<file path="src/hpc_pkg.sv">
// Package with register map, field layout, timing counts and carrier types for the hub port config block
package hpc_pkg;

	// Register addresses on the local register port
	localparam logic [15:0] HPC_ADDR_CFG_TWO = 16'h00E5;
	localparam logic [15:0] HPC_ADDR_CFG_THREE = 16'h00E6;
	localparam logic [15:0] HPC_ADDR_FIXED_MASK = 16'h00E7;
	localparam logic [15:0] HPC_ADDR_DIS_SELF = 16'h300A;
	localparam logic [15:0] HPC_ADDR_DIS_BUS = 16'h300B;
	localparam logic [15:0] HPC_ADDR_MAP_ONE_TWO = 16'h30FB;
	localparam logic [15:0] HPC_ADDR_MAP_THREE = 16'h30FC;

	// Writable bit masks; everything else is reserved and reads zero
	localparam logic [7:0] HPC_WMASK_CFG_TWO = 8'h38;
	localparam logic [7:0] HPC_WMASK_CFG_THREE = 8'h08;
	localparam logic [7:0] HPC_WMASK_PORTS = 8'h0E;
	localparam logic [7:0] HPC_WMASK_MAP = 8'hFF;

	// Field positions
	localparam int HPC_OC_LSB = 4;
	localparam int HPC_COMPOUND_BIT = 3;
	localparam int HPC_RENUMBER_BIT = 3;
	localparam int HPC_NPORTS = 3;
	localparam int HPC_MAP_W = 4;

	// Reset values
	localparam logic [7:0] HPC_RST_CFG_TWO = 8'h00;
	localparam logic [7:0] HPC_RST_CFG_THREE = 8'h00;
	localparam logic [7:0] HPC_RST_FIXED_MASK = 8'h00;
	localparam logic [7:0] HPC_RST_DIS = 8'h00;
	localparam logic [7:0] HPC_RST_MAP = 8'h00;
	localparam logic [7:0] HPC_RD_ZERO = 8'h00;

	// Over-current filter delays in ns and their cycle counts, rounded up
	localparam int HPC_CLK_NS = 8;
	localparam int HPC_OC_NS_0 = 50;
	localparam int HPC_OC_NS_1 = 100;
	localparam int HPC_OC_NS_2 = 200;
	localparam int HPC_OC_NS_3 = 400;
	localparam int HPC_OC_CW = 6;
	localparam logic [5:0] HPC_OC_CNT_0 = 6'((HPC_OC_NS_0 + HPC_CLK_NS - 1) / HPC_CLK_NS);
	localparam logic [5:0] HPC_OC_CNT_1 = 6'((HPC_OC_NS_1 + HPC_CLK_NS - 1) / HPC_CLK_NS);
	localparam logic [5:0] HPC_OC_CNT_2 = 6'((HPC_OC_NS_2 + HPC_CLK_NS - 1) / HPC_CLK_NS);
	localparam logic [5:0] HPC_OC_CNT_3 = 6'((HPC_OC_NS_3 + HPC_CLK_NS - 1) / HPC_CLK_NS);
	localparam logic [5:0] HPC_CNT_ZERO = 6'h00;
	localparam logic [5:0] HPC_CNT_ONE = 6'h01;

	// Register port request
	typedef struct packed {
		logic [15:0] addr;
		logic [7:0] wdata;
		logic we;
		logic re;
	} hpc_req_t;

	// Over-current filter state
	typedef struct packed {
		logic [5:0] cnt;
		logic flt;
	} hpc_oc_t;

	// Main block state
	typedef struct packed {
		logic [7:0] cfg_two;
		logic [7:0] cfg_three;
		logic [7:0] fixed_mask;
		logic [7:0] dis_self;
		logic [7:0] dis_bus;
		logic [7:0] map_one_two;
		logic [7:0] map_three;
		logic [7:0] rdata;
		logic compound;
		logic [3:1] fixed_rep;
		logic [3:1] enabled;
		logic [11:0] port_num;
		logic [1:0] nports;
		logic renumber;
		logic [3:1] oc_rep;
	} hpc_state_t;

endpackage

</file>
<file path="src/hpc_oc_filter.sv">
// Over-current filter for one downstream port with selectable delay
`timescale 1ns/1ns
`default_nettype none

module hpc_oc_filter (
	input wire logic clk,
	input wire logic rst,
	input wire logic oc_raw,
	input wire logic [1:0] delay_sel,
	output logic oc_flt
);

	hpc_pkg::hpc_oc_t s_q;
	hpc_pkg::hpc_oc_t s_d;
	logic [5:0] limit;

	// RULE1: delay code select
	always_comb begin
		case (delay_sel)
			2'h0: limit = hpc_pkg::HPC_OC_CNT_0;
			2'h1: limit = hpc_pkg::HPC_OC_CNT_1;
			2'h2: limit = hpc_pkg::HPC_OC_CNT_2;
			default: limit = hpc_pkg::HPC_OC_CNT_3;
		endcase
	end

	// Fault must persist for the whole delay; a glitch restarts the count
	always_comb begin
		s_d = s_q;
		if (!oc_raw) begin
			s_d.cnt = hpc_pkg::HPC_CNT_ZERO;
			s_d.flt = 1'b0;
		end else if (s_q.cnt < limit) begin
			s_d.cnt = s_q.cnt + hpc_pkg::HPC_CNT_ONE;
			s_d.flt = (s_q.cnt + hpc_pkg::HPC_CNT_ONE) >= limit;
		end else begin
			s_d.flt = 1'b1;
		end
	end

	// State register
	always_ff @(posedge clk) begin
		if (rst) begin
			s_q <= '0;
		end else begin
			s_q <= s_d;
		end
	end

	assign oc_flt = s_q.flt;

endmodule // hpc_oc_filter

`default_nettype wire

</file>
<file path="src/hpc_port_config.sv">
// Hub port configuration bytes: register file, compound report, port numbering, fixed-device mask
//
// The strobed register port was chosen for this implementation.
`timescale 1ns/1ns
`default_nettype none

// Contract
// RULE1: Delay code picks over-current filter delay
// RULE2: Compound bit drives compound-device report
// RULE3: Compound configs must also mark fixed ports; outside strap mode not enforced, compound follows cfg_two bit 3 alone
// RULE4: Strap mode: any fixed port means compound
// RULE5: Byte three bit selects numbering method
// RULE6: Standard mode numbers enabled ports contiguously
// RULE7: Standard mode enables from straps or disables
// RULE8: Remap mode takes numbers from remap registers
// RULE9: Mask bits one to three map ports
// RULE10: Report fixed devices on active ports only
// RULE11: Strap mode uses fixed-device strap pins
// RULE12: Firmware sets port one fixed bit
// RULE13: Reserved bits read zero, writes ignored
module hpc_port_config (
	input wire logic clk,
	input wire logic rst,
	input wire hpc_pkg::hpc_req_t req,
	output logic [7:0] rdata,
	input wire logic strap_mode,
	input wire logic self_powered,
	input wire logic [1:0] fixed_device_strap_pins,
	input wire logic [1:0] port_disable_strap_pins,
	input wire logic [3:1] oc_raw,
	output logic [3:1] oc_filtered,
	output logic compound_report,
	output logic [3:1] fixed_port_report,
	output logic [3:1] port_enabled,
	output logic [11:0] port_number,
	output logic [1:0] active_port_count,
	output logic port_renumber_mode
);

	hpc_pkg::hpc_state_t s_q;
	hpc_pkg::hpc_state_t s_d;
	logic [3:1] oc_flt;

	// Per-port over-current filters share the delay field
	genvar gi;
	generate
		for (gi = 1; gi <= hpc_pkg::HPC_NPORTS; gi++) begin : g_oc
			// RULE1: per-port filter delay
			hpc_oc_filter u_flt (
				.clk(clk),
				.rst(rst),
				.oc_raw(oc_raw[gi]),
				.delay_sel(s_q.cfg_two[hpc_pkg::HPC_OC_LSB +: 2]),
				.oc_flt(oc_flt[gi])
			);
		end
	endgenerate

	// Strap codes expand to port sets starting at port one
	function automatic logic [3:1] strap_ports(input logic [1:0] code);
		case (code)
			2'h0: strap_ports = 3'h0;
			2'h1: strap_ports = 3'h1;
			2'h2: strap_ports = 3'h3;
			default: strap_ports = 3'h7;
		endcase
	endfunction

	// Register file, derived reports and read path
	always_comb begin
		logic [3:1] dis;
		logic [3:1] fixed;
		logic [1:0] n;
		dis = 3'h0;
		fixed = 3'h0;
		n = 2'h0;
		s_d = s_q;

		// RULE13: masked writes
		if (req.we) begin
			case (req.addr)
				hpc_pkg::HPC_ADDR_CFG_TWO: s_d.cfg_two = req.wdata & hpc_pkg::HPC_WMASK_CFG_TWO;
				hpc_pkg::HPC_ADDR_CFG_THREE: s_d.cfg_three = req.wdata & hpc_pkg::HPC_WMASK_CFG_THREE;
				hpc_pkg::HPC_ADDR_FIXED_MASK: s_d.fixed_mask = req.wdata & hpc_pkg::HPC_WMASK_PORTS;
				hpc_pkg::HPC_ADDR_DIS_SELF: s_d.dis_self = req.wdata & hpc_pkg::HPC_WMASK_PORTS;
				hpc_pkg::HPC_ADDR_DIS_BUS: s_d.dis_bus = req.wdata & hpc_pkg::HPC_WMASK_PORTS;
				hpc_pkg::HPC_ADDR_MAP_ONE_TWO: s_d.map_one_two = req.wdata & hpc_pkg::HPC_WMASK_MAP;
				hpc_pkg::HPC_ADDR_MAP_THREE: s_d.map_three = req.wdata & hpc_pkg::HPC_WMASK_MAP;
				default: ;
			endcase
		end

		// Read data stands for one cycle only; unmapped reads give zero
		s_d.rdata = hpc_pkg::HPC_RD_ZERO;
		if (req.re) begin
			case (req.addr)
				hpc_pkg::HPC_ADDR_CFG_TWO: s_d.rdata = s_q.cfg_two;
				hpc_pkg::HPC_ADDR_CFG_THREE: s_d.rdata = s_q.cfg_three;
				hpc_pkg::HPC_ADDR_FIXED_MASK: s_d.rdata = s_q.fixed_mask;
				hpc_pkg::HPC_ADDR_DIS_SELF: s_d.rdata = s_q.dis_self;
				hpc_pkg::HPC_ADDR_DIS_BUS: s_d.rdata = s_q.dis_bus;
				hpc_pkg::HPC_ADDR_MAP_ONE_TWO: s_d.rdata = s_q.map_one_two;
				hpc_pkg::HPC_ADDR_MAP_THREE: s_d.rdata = s_q.map_three;
				default: s_d.rdata = hpc_pkg::HPC_RD_ZERO;
			endcase
		end

		// RULE7: enable source
		if (strap_mode) begin
			dis = strap_ports(port_disable_strap_pins);
		end else if (self_powered) begin
			dis = s_q.dis_self[3:1];
		end else begin
			dis = s_q.dis_bus[3:1];
		end
		s_d.enabled = ~dis;

		// RULE11: strap pins replace mask
		// RULE9: bits one to three
		if (strap_mode) begin
			fixed = strap_ports(fixed_device_strap_pins);
		end else begin
			fixed = s_q.fixed_mask[3:1];
		end
		// RULE10: active ports only
		s_d.fixed_rep = fixed & ~dis;

		// RULE4: strap implies compound
		// RULE2: compound bit report
		if (strap_mode) begin
			s_d.compound = |fixed;
		end else begin
			s_d.compound = s_q.cfg_two[hpc_pkg::HPC_COMPOUND_BIT];
		end

		// RULE5: numbering method select
		s_d.renumber = strap_mode ? 1'b0 : s_q.cfg_three[hpc_pkg::HPC_RENUMBER_BIT];

		// RULE6: contiguous standard numbering
		for (int p = 1; p <= hpc_pkg::HPC_NPORTS; p++) begin
			if (!dis[p]) begin
				n = n + 2'h1;
			end
			s_d.port_num[(p - 1) * hpc_pkg::HPC_MAP_W +: hpc_pkg::HPC_MAP_W] = dis[p] ? 4'h0 : {2'h0, n};
		end
		s_d.nports = n;

		// RULE8: remap register numbers
		if (s_d.renumber) begin
			s_d.port_num = {s_q.map_three[3:0], s_q.map_one_two};
		end

		// Filtered over-current gets its own output flop
		s_d.oc_rep = oc_flt;
	end

	// State register; configuration reset values are fixed constants
	always_ff @(posedge clk) begin
		if (rst) begin
			s_q.cfg_two <= hpc_pkg::HPC_RST_CFG_TWO;
			s_q.cfg_three <= hpc_pkg::HPC_RST_CFG_THREE;
			s_q.fixed_mask <= hpc_pkg::HPC_RST_FIXED_MASK;
			s_q.dis_self <= hpc_pkg::HPC_RST_DIS;
			s_q.dis_bus <= hpc_pkg::HPC_RST_DIS;
			s_q.map_one_two <= hpc_pkg::HPC_RST_MAP;
			s_q.map_three <= hpc_pkg::HPC_RST_MAP;
			s_q.rdata <= hpc_pkg::HPC_RD_ZERO;
			s_q.compound <= 1'b0;
			s_q.fixed_rep <= 3'h0;
			s_q.enabled <= 3'h0;
			s_q.port_num <= 12'h000;
			s_q.nports <= 2'h0;
			s_q.renumber <= 1'b0;
			s_q.oc_rep <= 3'h0;
		end else begin
			s_q <= s_d;
		end
	end

	// Outputs straight from flops
	assign rdata = s_q.rdata;
	assign oc_filtered = s_q.oc_rep;
	assign compound_report = s_q.compound;
	assign fixed_port_report = s_q.fixed_rep;
	assign port_enabled = s_q.enabled;
	assign port_number = s_q.port_num;
	assign active_port_count = s_q.nports;
	assign port_renumber_mode = s_q.renumber;

endmodule // hpc_port_config

`default_nettype wire

</file>
<file path="config.mk">
export PLATFORM = sky130hd
export DESIGN_NAME = hpc_port_config
export DESIGN_NICKNAME = d
export VERILOG_FILES = /design/src/hpc_pkg.sv /design/src/hpc_oc_filter.sv /design/src/hpc_port_config.sv
export SDC_FILE = /design/constraint.sdc
export NUM_CORES = 1
export LEC_CHECK = 0
export BUFFER_PORTS_ARGS = -buffer_cell sky130_fd_sc_hd__buf_2
export CORE_MARGIN = 8
export CORE_UTILIZATION = 38
export DETAILED_ROUTE_END_ITERATION = 12
export PLACE_DENSITY = 0.56
export SLEW_MARGIN = 0
export SYNTH_ARGS = -nofsm -noshare
export SYNTH_HDL_FRONTEND = slang
export SYNTH_SLANG_ARGS = --single-unit
</file>
<file path="constraint.sdc">
create_clock -name clk -period 3 [get_ports clk]
set_input_delay 0 -clock clk [delete_from_list [all_inputs] [get_ports clk]]
set_output_delay 0 -clock clk [all_outputs]
set_load 0.005 [all_outputs]
</file>
* Yosys cells after proc, flatten, opt, wreduce, memory -nomap -nowiden
Index checks and enable logic that the tools add are counted.
Storage, ports and cells: flip-flop bits (word level) 83, word-level logic and storage cells 85, output and inout port bits 33, input port bits 37
Operators by class: magnitude comparators 6, $add $sub $neg 5, reductions and logical operators 15, multiplexer cells 19, eq/ne operators 13, bitwise logic cells 6
Operator list (number):
- 16-bit by 14-bit == test with 1-bit output (second input constant) | 4
- 8-bit one-hot mux with 7 select lines | 1
- 16-bit by 8-bit == test with 1-bit output (second input constant) | 3
- 6-bit by 1-bit adder with 6-bit output (second input constant) | 3
- 6-bit greater-or-equal comparator | 3
- 6-bit < comparator | 3
- 3-bit one-hot mux with 3 select lines | 2
- 6-bit one-hot mux with 3 select lines | 1
- 2-bit AND reduction | 7
- 12-bit 2-to-1 mux | 1
- 2-bit 2-to-1 mux | 5
- 3-bit 2-to-1 mux | 3
- 2-bit OR reduction | 4
- 2-bit by 1-bit == test with 1-bit output (second input constant) | 3
- 2-bit == test (second input constant) | 3
- 2-bit zero test | 3
- 1-bit 2-to-1 mux | 6
- 2-bit by 1-bit adder with 2-bit output (second input constant) | 2
- 1-bit NOT | 4
- 3-bit bitwise AND | 1
- 3-bit NOT | 1
- 3-bit OR reduction | 1

* Logic depth before layout (Yosys ltp)
Gate-level depths: netlist (run 1).
word-level depth 10, depth in mapped cells 10, mapped depth without buffers 9

* By module
Synthesis (run 1) repeated with hierarchy kept, for this count alone.
Unflattened totals: cells, all modules 561, area total of the unflattened synthesis 4923.5 um2
Modules (own cells, without submodules):
- hpc_port_config | area each 3020.4 um2, instances 1, seq. area each 1241.2 um2, cells an instance 342
- hpc_oc_filter | area each 634.4 um2, instances 3, seq. area each 140.1 um2, cells an instance 73

* Least setup slack after synthesis (run 1)
Ideal clock, no wire load.
path kind reg-to-reg, start reg s_q[85] in the netlist's numbering, end reg g_oc[1].u_flt.s_q, in the netlist g_oc[1].u_flt.oc_flt, buffers on the path 1, clock period less this slack 2632 ps, setup slack 368 ps, data arrival time 2516 ps, required time 2884 ps, cell stages (with the launch flop) 11, setup time 116 ps, path through dfxtp_1 > ha_1 > inv_1 > o21ai_0 > ha_1 > a21o_1 > a21o_1 > a211oi_1 > clkbuf_1 > a21oi_1 > a31o_2
On the way: cells in the longest elaborated chain, start to end 4, elaborated cells on any way between the ends 7, those cells by class order compare (2); eq/ne (2); mux (2); reduce/logical (1)
Ends and longest elaborated chain:
- start: declaration | RTL line hpc_port_config.sv:40 | hpc_pkg::hpc_state_t s_q;
- 2-bit == test (tied with other cells) | RTL line hpc_oc_filter.sv:19 | case (delay_sel)
- 6-bit one-hot mux with 3 select lines * | RTL line hpc_oc_filter.sv:19
- 6-bit greater-or-equal comparator / 6-bit < comparator (equally long branches) | RTL line hpc_oc_filter.sv:35, hpc_oc_filter.sv:33
- 1-bit 2-to-1 mux * | RTL line hpc_oc_filter.sv:33 | end else if (s_q.cnt < limit) begin
- end signal: assignment | RTL line hpc_oc_filter.sv:44 | s_q <= '0;
- end signal: assignment | RTL line hpc_oc_filter.sv:46 | s_q <= s_d;
- end: declaration | RTL line hpc_oc_filter.sv:13 | hpc_pkg::hpc_oc_t s_q;
Mark *: on every way between the ends. The rest lies on a longest branch, timed or not. A chain may end at the register's enable or synchronous reset.

* Worst setup path after layout (run 1)
start reg s_q[85] in the netlist's numbering, end reg g_oc[1].u_flt.s_q[5] in the netlist's numbering
On the way: cells in the longest elaborated chain, start to end 3, elaborated cells on any way between the ends 5, those cells by class order compare (1); eq/ne (2); mux (1); reduce/logical (1)
Ends and longest elaborated chain (RTL line):
- 2-bit == test (tied with other cells) | hpc_oc_filter.sv:19
- 6-bit one-hot mux with 3 select lines * | hpc_oc_filter.sv:19
- 6-bit < comparator * | hpc_oc_filter.sv:33
Marked as above.

==> flow_summary_export.csv, run 1 <==
group,metric,value,unit
floorplanning,ioPinCount,70,
setup_path,critPathMaxFanout,6,
flow_run,maxCapViolations,0,
finish,final_net_count,629,
cts,cts_resized,0,
setup_path,worstPathArrival,2900,ps
setup_path,critPathRequiredTime,3270,ps
grt,track_usage,13.3,%
setup_path,startpoint_type,"register",
sta,fmax,380,MHz
synth,synth_cells,491,
synth,synth_fp_nets,576,
synth,yosysWarnings,0,
sta,skew,4.18,ps
sta,max_slew_margin,53.0,%
setup_path,critPathKind,"register to register",
synth,ys_seq_area_share,37.0,%
cts,htree_levels,3,
pwr,peakVddDrop,0.000399,V
pwr,leakagePower,2.38,nW
sta,period_minus_slack,2630,ps
finish,antenna_cells,0,
sta,fin_crit_sh,87.6,%
place,io_buffers,69,
grt,grt_pass1_wl,17200,um
grt,grt_pass1_vias,3472,
floorplanning,coreArea,11500,sq um
finish,area_delta_synth_final,15.3,%
sta,drv_slew,0,
cts,cts_tree,"yes",
place,dp_hpwl,7910,um
grt,grt_overflow,0,
detailed_routing,dr.pass1.iters,5,
synth,ys_ff_latch,83,
finish,fin_util,45.2,%
detailed_routing,ant_nets,0,
detailed_routing,route.vias.total,3533,
floorplanning,die_area,15600,sq um
detailed_routing,drt_iter0_markers,212,
sta,grt_setup_unrepaired,"no",
hold_path,hp-class,"input port to register",
finish,layout_commonest_cell,"dfxtp_1",
sta,hold_viol_final,0,
cts,clkTransAtPathRegs,60,ps
sta,tightest_slew,698,ps
synth,yosysUniqueCellTypes,47,
floorplanning,die_y,125,um
detailed_routing,routed_wirelength,10300,um
synth,synthArstFlopShare,0,%
outcome,outcome,"finished clean",
pwr,powerDensity,462,nW/um^2
cts,cts_buffer_depth,2,
synth,synth.cell_area,4490,sq um
cts,cts-buffers-inserted,9,
detailed_routing,via_per_inst,5.11,
finish,final_cell_mix,"83 x dfxtp_1, 69 x buf_2, 56 x nor2_1",
grt,antenna_found_initial,0,
synth,synth.avg_cell_area,9.15,sq um
sta,tns,0,ps
synth,synth-main-ff-cell,"dfxtp_1",
cts,cts-root-buf,"clkbuf_16",
floorplanning,start_util,39.2,%
cts,clock_latency,340,ps
synth,synth_edf_count,0,
sta,finalSetupViolations,0,
finish,drive_gt1_share,19.3,%
grt,grt_max_degree,45,
floorplanning,std_cell_rows,39,
detailed_routing,drc,0,
detailed_routing,wl_per_cell,14.8,um
setup_path,end_kind,"register",
cts,post_cts_buffers,0,
finish,fill_cells,1095,
cts,cts.sinks,83,
floorplanning,die_w,125,um
place,gp_congestion,0.823,
[registers in the layout, summed over array words and instances, names as in the netlist]
name	count
rdata	8
port_enabled	3
port_number	12
s_q	29
fixed_port_report	3
port_renumber_mode	1
active_port_count	2
oc_filtered	3
compound_report	1
g_oc.u_flt.s_q	18
g_oc.u_flt.oc_flt	3
[synth_stat cells, types with 3 or more instances]
master / number / area share (%)
nand2_1: 19 / 1.6
nor2b_1: 11 / 1.5
a211oi_1: 3 / 0.50
xnor2_1: 10 / 1.9
a22oi_1: 6 / 1.0
or3_1: 10 / 1.4
ha_1: 48 / 13
a31o_2: 4 / 0.78
buf_4: 31 / 5.2
nand3_1: 19 / 2.1
and2_1: 7 / 0.97
a21oi_1: 35 / 3.9
a21o_1: 4 / 0.67
inv_1: 19 / 1.6
clkbuf_1: 9 / 0.75
nor2_1: 56 / 4.7
mux2i_1: 33 / 7.4
a222oi_1: 3 / 0.67
o21ai_0: 20 / 2.2
o21a_1: 3 / 0.50
dfxtp_1: 83 / 37
nor3_1: 10 / 1.1
nand2b_1: 6 / 0.84
xor2_1: 5 / 0.97
[through the flow]
| step | cell area, sq um | worst slack (ps) | hold slack [ps] | instances | total power, W |
|---|---|---|---|---|---|
| floorplan | 4490 | 368 | 123 | 491 | 0.00124 |
| global placement | 4790 | 454 | 259 | 667 | 0.00129 |
| detailed placement | 4790 | 369 | 268 | 667 | 0.00129 |
| CTS | 5180 | 342 | 19.1 | 692 | 0.00244 |
| global route | 5180 | 205 | 27.7 | 692 | 0.00250 |
| finish | 5180 | 371 | 33.9 | 692 | 0.00239 |
[cells by family (layout without fill, tap and decap cells)]
kind of cell / Yosys count / after routing / synth area share, %
buffers and inverters: 62 / 120 / 7.83
AO/OA/AOI/OAI: 89 / 89 / 12.1
flip-flops: 83 / 83 / 37.0
adder cells (fa/ha/maj): 48 / 48 / 13.4
XOR/XNOR: 15 / 15 / 2.92
multiplexers: 34 / 34 / 7.60
AND/OR/NAND/NOR: 160 / 160 / 19.2
[cell type report]
class	count	area, sq um	area share [%]
clock buffers	10	229	4.42
inverters	19	71.3	1.38
flip-flops and latches	83	1660	32.1
multi-input cells	346	2480	47.8
clock inverters	6	73.8	1.42
repair buffers	85	488	9.42
well taps	143	179	3.45
[worst paths after layout]
check | start | slack, ps | cells past startpoint | endpoint
worst min-delay path | req[1] | 30 | 3 | s_q[52]
worst max-delay path | s_q[85] | 370 | 9 | g_oc[1].u_flt.s_q[5]
worst max register to register | s_q[85] | 370 | 9 | g_oc[1].u_flt.s_q[5]
worst min register to register | g_oc[3].u_flt.oc_flt | 450 | 1 | oc_filtered[3]
[worst max-delay path, cell delays in order, from the launching register on]
cell,delay (ps)
dfxtp_1,400
inv_1,80
ha_1,310
inv_1,180
ha_1,280
a21o_1,160
a21o_1,170
a211oi_1,290
or4b_2,600
o21ai_0,90
[metal layers]
layer	vias up	routed length, um	GRT usage [%]
met5	-	0	0
met3	10	606	4.13
met4	0	144	4.11
met2	84	4450	19.7
li1	1811	-	-
met1	1628	5080	17.9
[what timing repair did]
| item | CTS | global route |
|---|---|---|
| hold buffers | 9 | 0 |
| endpoints found under the setup margin | 0 | 0 |
| endpoints found under the hold margin | 26 | 0 |
[power by group]
| group | switching, W | leakage [nW] | internal [W] |
|---|---|---|---|
| combinational | 0.0000851 | 1.56 | 0.0000648 |
| clock | 0.000461 | 0.141 | 0.000655 |
| sequential | 0.00000777 | 0.673 | 0.00112 |
Note: power is estimated with default switching activity, not from simulation.
==> run 2, diff against run 1 <==
==> constraint.sdc (replaced) <==
create_clock -name clk -period 3 [get_ports clk]
set_input_delay 0.15 -clock clk [delete_from_list [all_inputs] [get_ports clk]]
set_output_delay 0.15 -clock clk [all_outputs]
set_load 0.005 [all_outputs]
==> run 2 against run 1 <==
Effect of this change: first-iteration DRC count rose by 25%; power rose by 0.77%; largest cell class unchanged; global-route usage rose by 0.26 points; clock skew rose by 2.7 ps; sequential cell count did not move; clock-buffer cell count fell by 1; largest power group is now clock; clock power barely moved; register-to-register slack barely moved; critical path depth did not move; routed wire length rose by 0.55%; worst hold slack improved by 31 ps.
==> flow_summary_export.csv, run 2 (same netlist as run 1, synthesis figures left out) <==
group,metric,value,unit
pwr,powerDensity,473,nW/um^2
cts,cts_buffer_depth,2,
cts,clkTransAtPathRegs,60,ps
sta,skew,6.87,ps
grt,grt_pass1_wl,17400,um
sta,finalSetupViolations,0,
finish,fill_cells,1117,
cts,clock_latency,340,ps
sta,tightest_slew,697,ps
finish,design_area,5100,sq um
pwr,leakagePower,2.35,nW
cts,ctsHoldBuffers,0,
floorplanning,std_cell_rows,39,
grt,grt_pass1_vias,3513,
sta,fmax,379,MHz
setup_path,critPathRequiredTime,3270,ps
grt,grt_overflow,0,
place,dp_cells,667,
place,gp_congestion,0.816,
finish,largest-register,"s_q",
detailed_routing,dr.pass1.iters,4,
floorplanning,coreArea,11500,sq um
sta,hold_viol_final,0,
setup_path,end_kind,"register",
detailed_routing,drt_iter0_markers,266,
flow_run,maxCapViolations,0,
detailed_routing,via_per_inst,5.16,
cts,cts-root-buf,"clkbuf_16",
setup_path,startpoint_type,"register",
hold_path,hp-class,"input port to register",
finish,final_net_count,620,
sta,grt_setup_unrepaired,"no",
finish,area_delta_synth_final,13.5,%
outcome,outcome,"finished clean",
finish,drive_gt1_share,19.8,%
place,place_area,4790,sq um
place,dp_hpwl,7950,um
detailed_routing,wl_per_cell,15.1,um
cts,htree_levels,3,
grt,antenna_found_initial,0,
sta,period_minus_slack,2640,ps
floorplanning,die_w,125,um
setup_path,critPathMaxFanout,6,
cts,cts_resized,0,
detailed_routing,drc,0,
floorplanning,ioPinCount,70,
pwr,peakVddDrop,0.000367,V
cts,cts.sinks,83,
cts,cts-buffers-inserted,9,
finish,final_cell_mix,"83 x dfxtp_1, 69 x buf_2, 56 x nor2_1",
floorplanning,die_y,125,um
detailed_routing,route.vias.total,3526,
pwr,total_power,0.00241,W
finish,largest_register_ffs,29,
sta,tns,0,ps
setup_path,critPathKind,"register to register",
finish,fin_cells,683,
cts,cts_tree,"yes",
sta,fin_crit_sh,87.9,%
detailed_routing,ant_nets,0,
detailed_routing,routed_wirelength,10300,um
finish,antenna_cells,0,
place,io_buffers,69,
sta,drv_slew,0,
setup_path,worstPathArrival,2910,ps
finish,layout_commonest_cell,"dfxtp_1",
cts,post_cts_buffers,0,
grt,track_usage,13.6,%
floorplanning,start_util,39.2,%
grt,grt_max_degree,44,
floorplanning,die_area,15600,sq um
sta,max_slew_margin,53.0,%
-- run 2: cell count changes in the layout (fill, tap and decap cells not counted), sizes merged --
cell | previous run | this run
clkinv | 1 | 3
dlygate4sd3 | 9 | 0
clkbuf | 10 | 9
clkinvlp | 2 | 1
-- run 2: worst paths after layout --
check                       start                   end  slack (ps)  depth (start not counted)
max                       s_q[85]  g_oc[1].u_flt.s_q[5]         360                          9
min                        req[8]               s_q[47]          60                          3
max reg2reg               s_q[85]  g_oc[1].u_flt.s_q[5]         360                          9
min reg2reg  g_oc[1].u_flt.oc_flt        oc_filtered[1]         440                          1
-- run 2: worst max-delay path, stage by stage, from the launching register on --
cell and delay (ps):
dfxtp_1 410, inv_1 90, ha_1 310, inv_1 170, ha_1 280, a21o_1 160, a21o_1 170, a211oi_1 290
or4b_2 600, o21ai_0 90
-- run 2: cell type report --
cell class	instances	area, sq um	share of cell area (%)
well taps	143	179	3.51
repair buffers	76	398	7.80
inverters	19	71.3	1.40
flip-flops and latches	83	1660	32.6
clock buffers	9	225	4.42
clock inverters	7	86.3	1.69
multi-input cells	346	2480	48.6
-- run 2: power breakdown --
part | internal, W | leakage [nW] | total (W) | switching (W)
Sequential | 0.00112 | 0.673 | 0.00113 | 0.00000781
Combinational | 0.0000569 | 1.52 | 0.000140 | 0.0000835
Clock | 0.000661 | 0.150 | 0.00114 | 0.000484
Total | 0.00184 | 2.35 | 0.00241 | 0.000575
-- run 2: layer usage --
layer,track usage [%],wire length [um],vias to the layer above
met4,4.54,155,0
li1,-,-,1792
met2,20.8,4580,73
met1,17.3,4970,1651
met3,4.60,621,10
met5,0,0,-
-- run 2: through the flow --
step / hold slack [ps] / utilization (%) / worst slack [ps]
CTS: 51.1 / 44.5 / 356
floorplan: 273 / - / 368
global route: 62.5 / 44.5 / 168
detailed placement: 417 / 41.8 / 381
global placement: 408 / 41.8 / 457
finish: 65.0 / 44.5 / 363
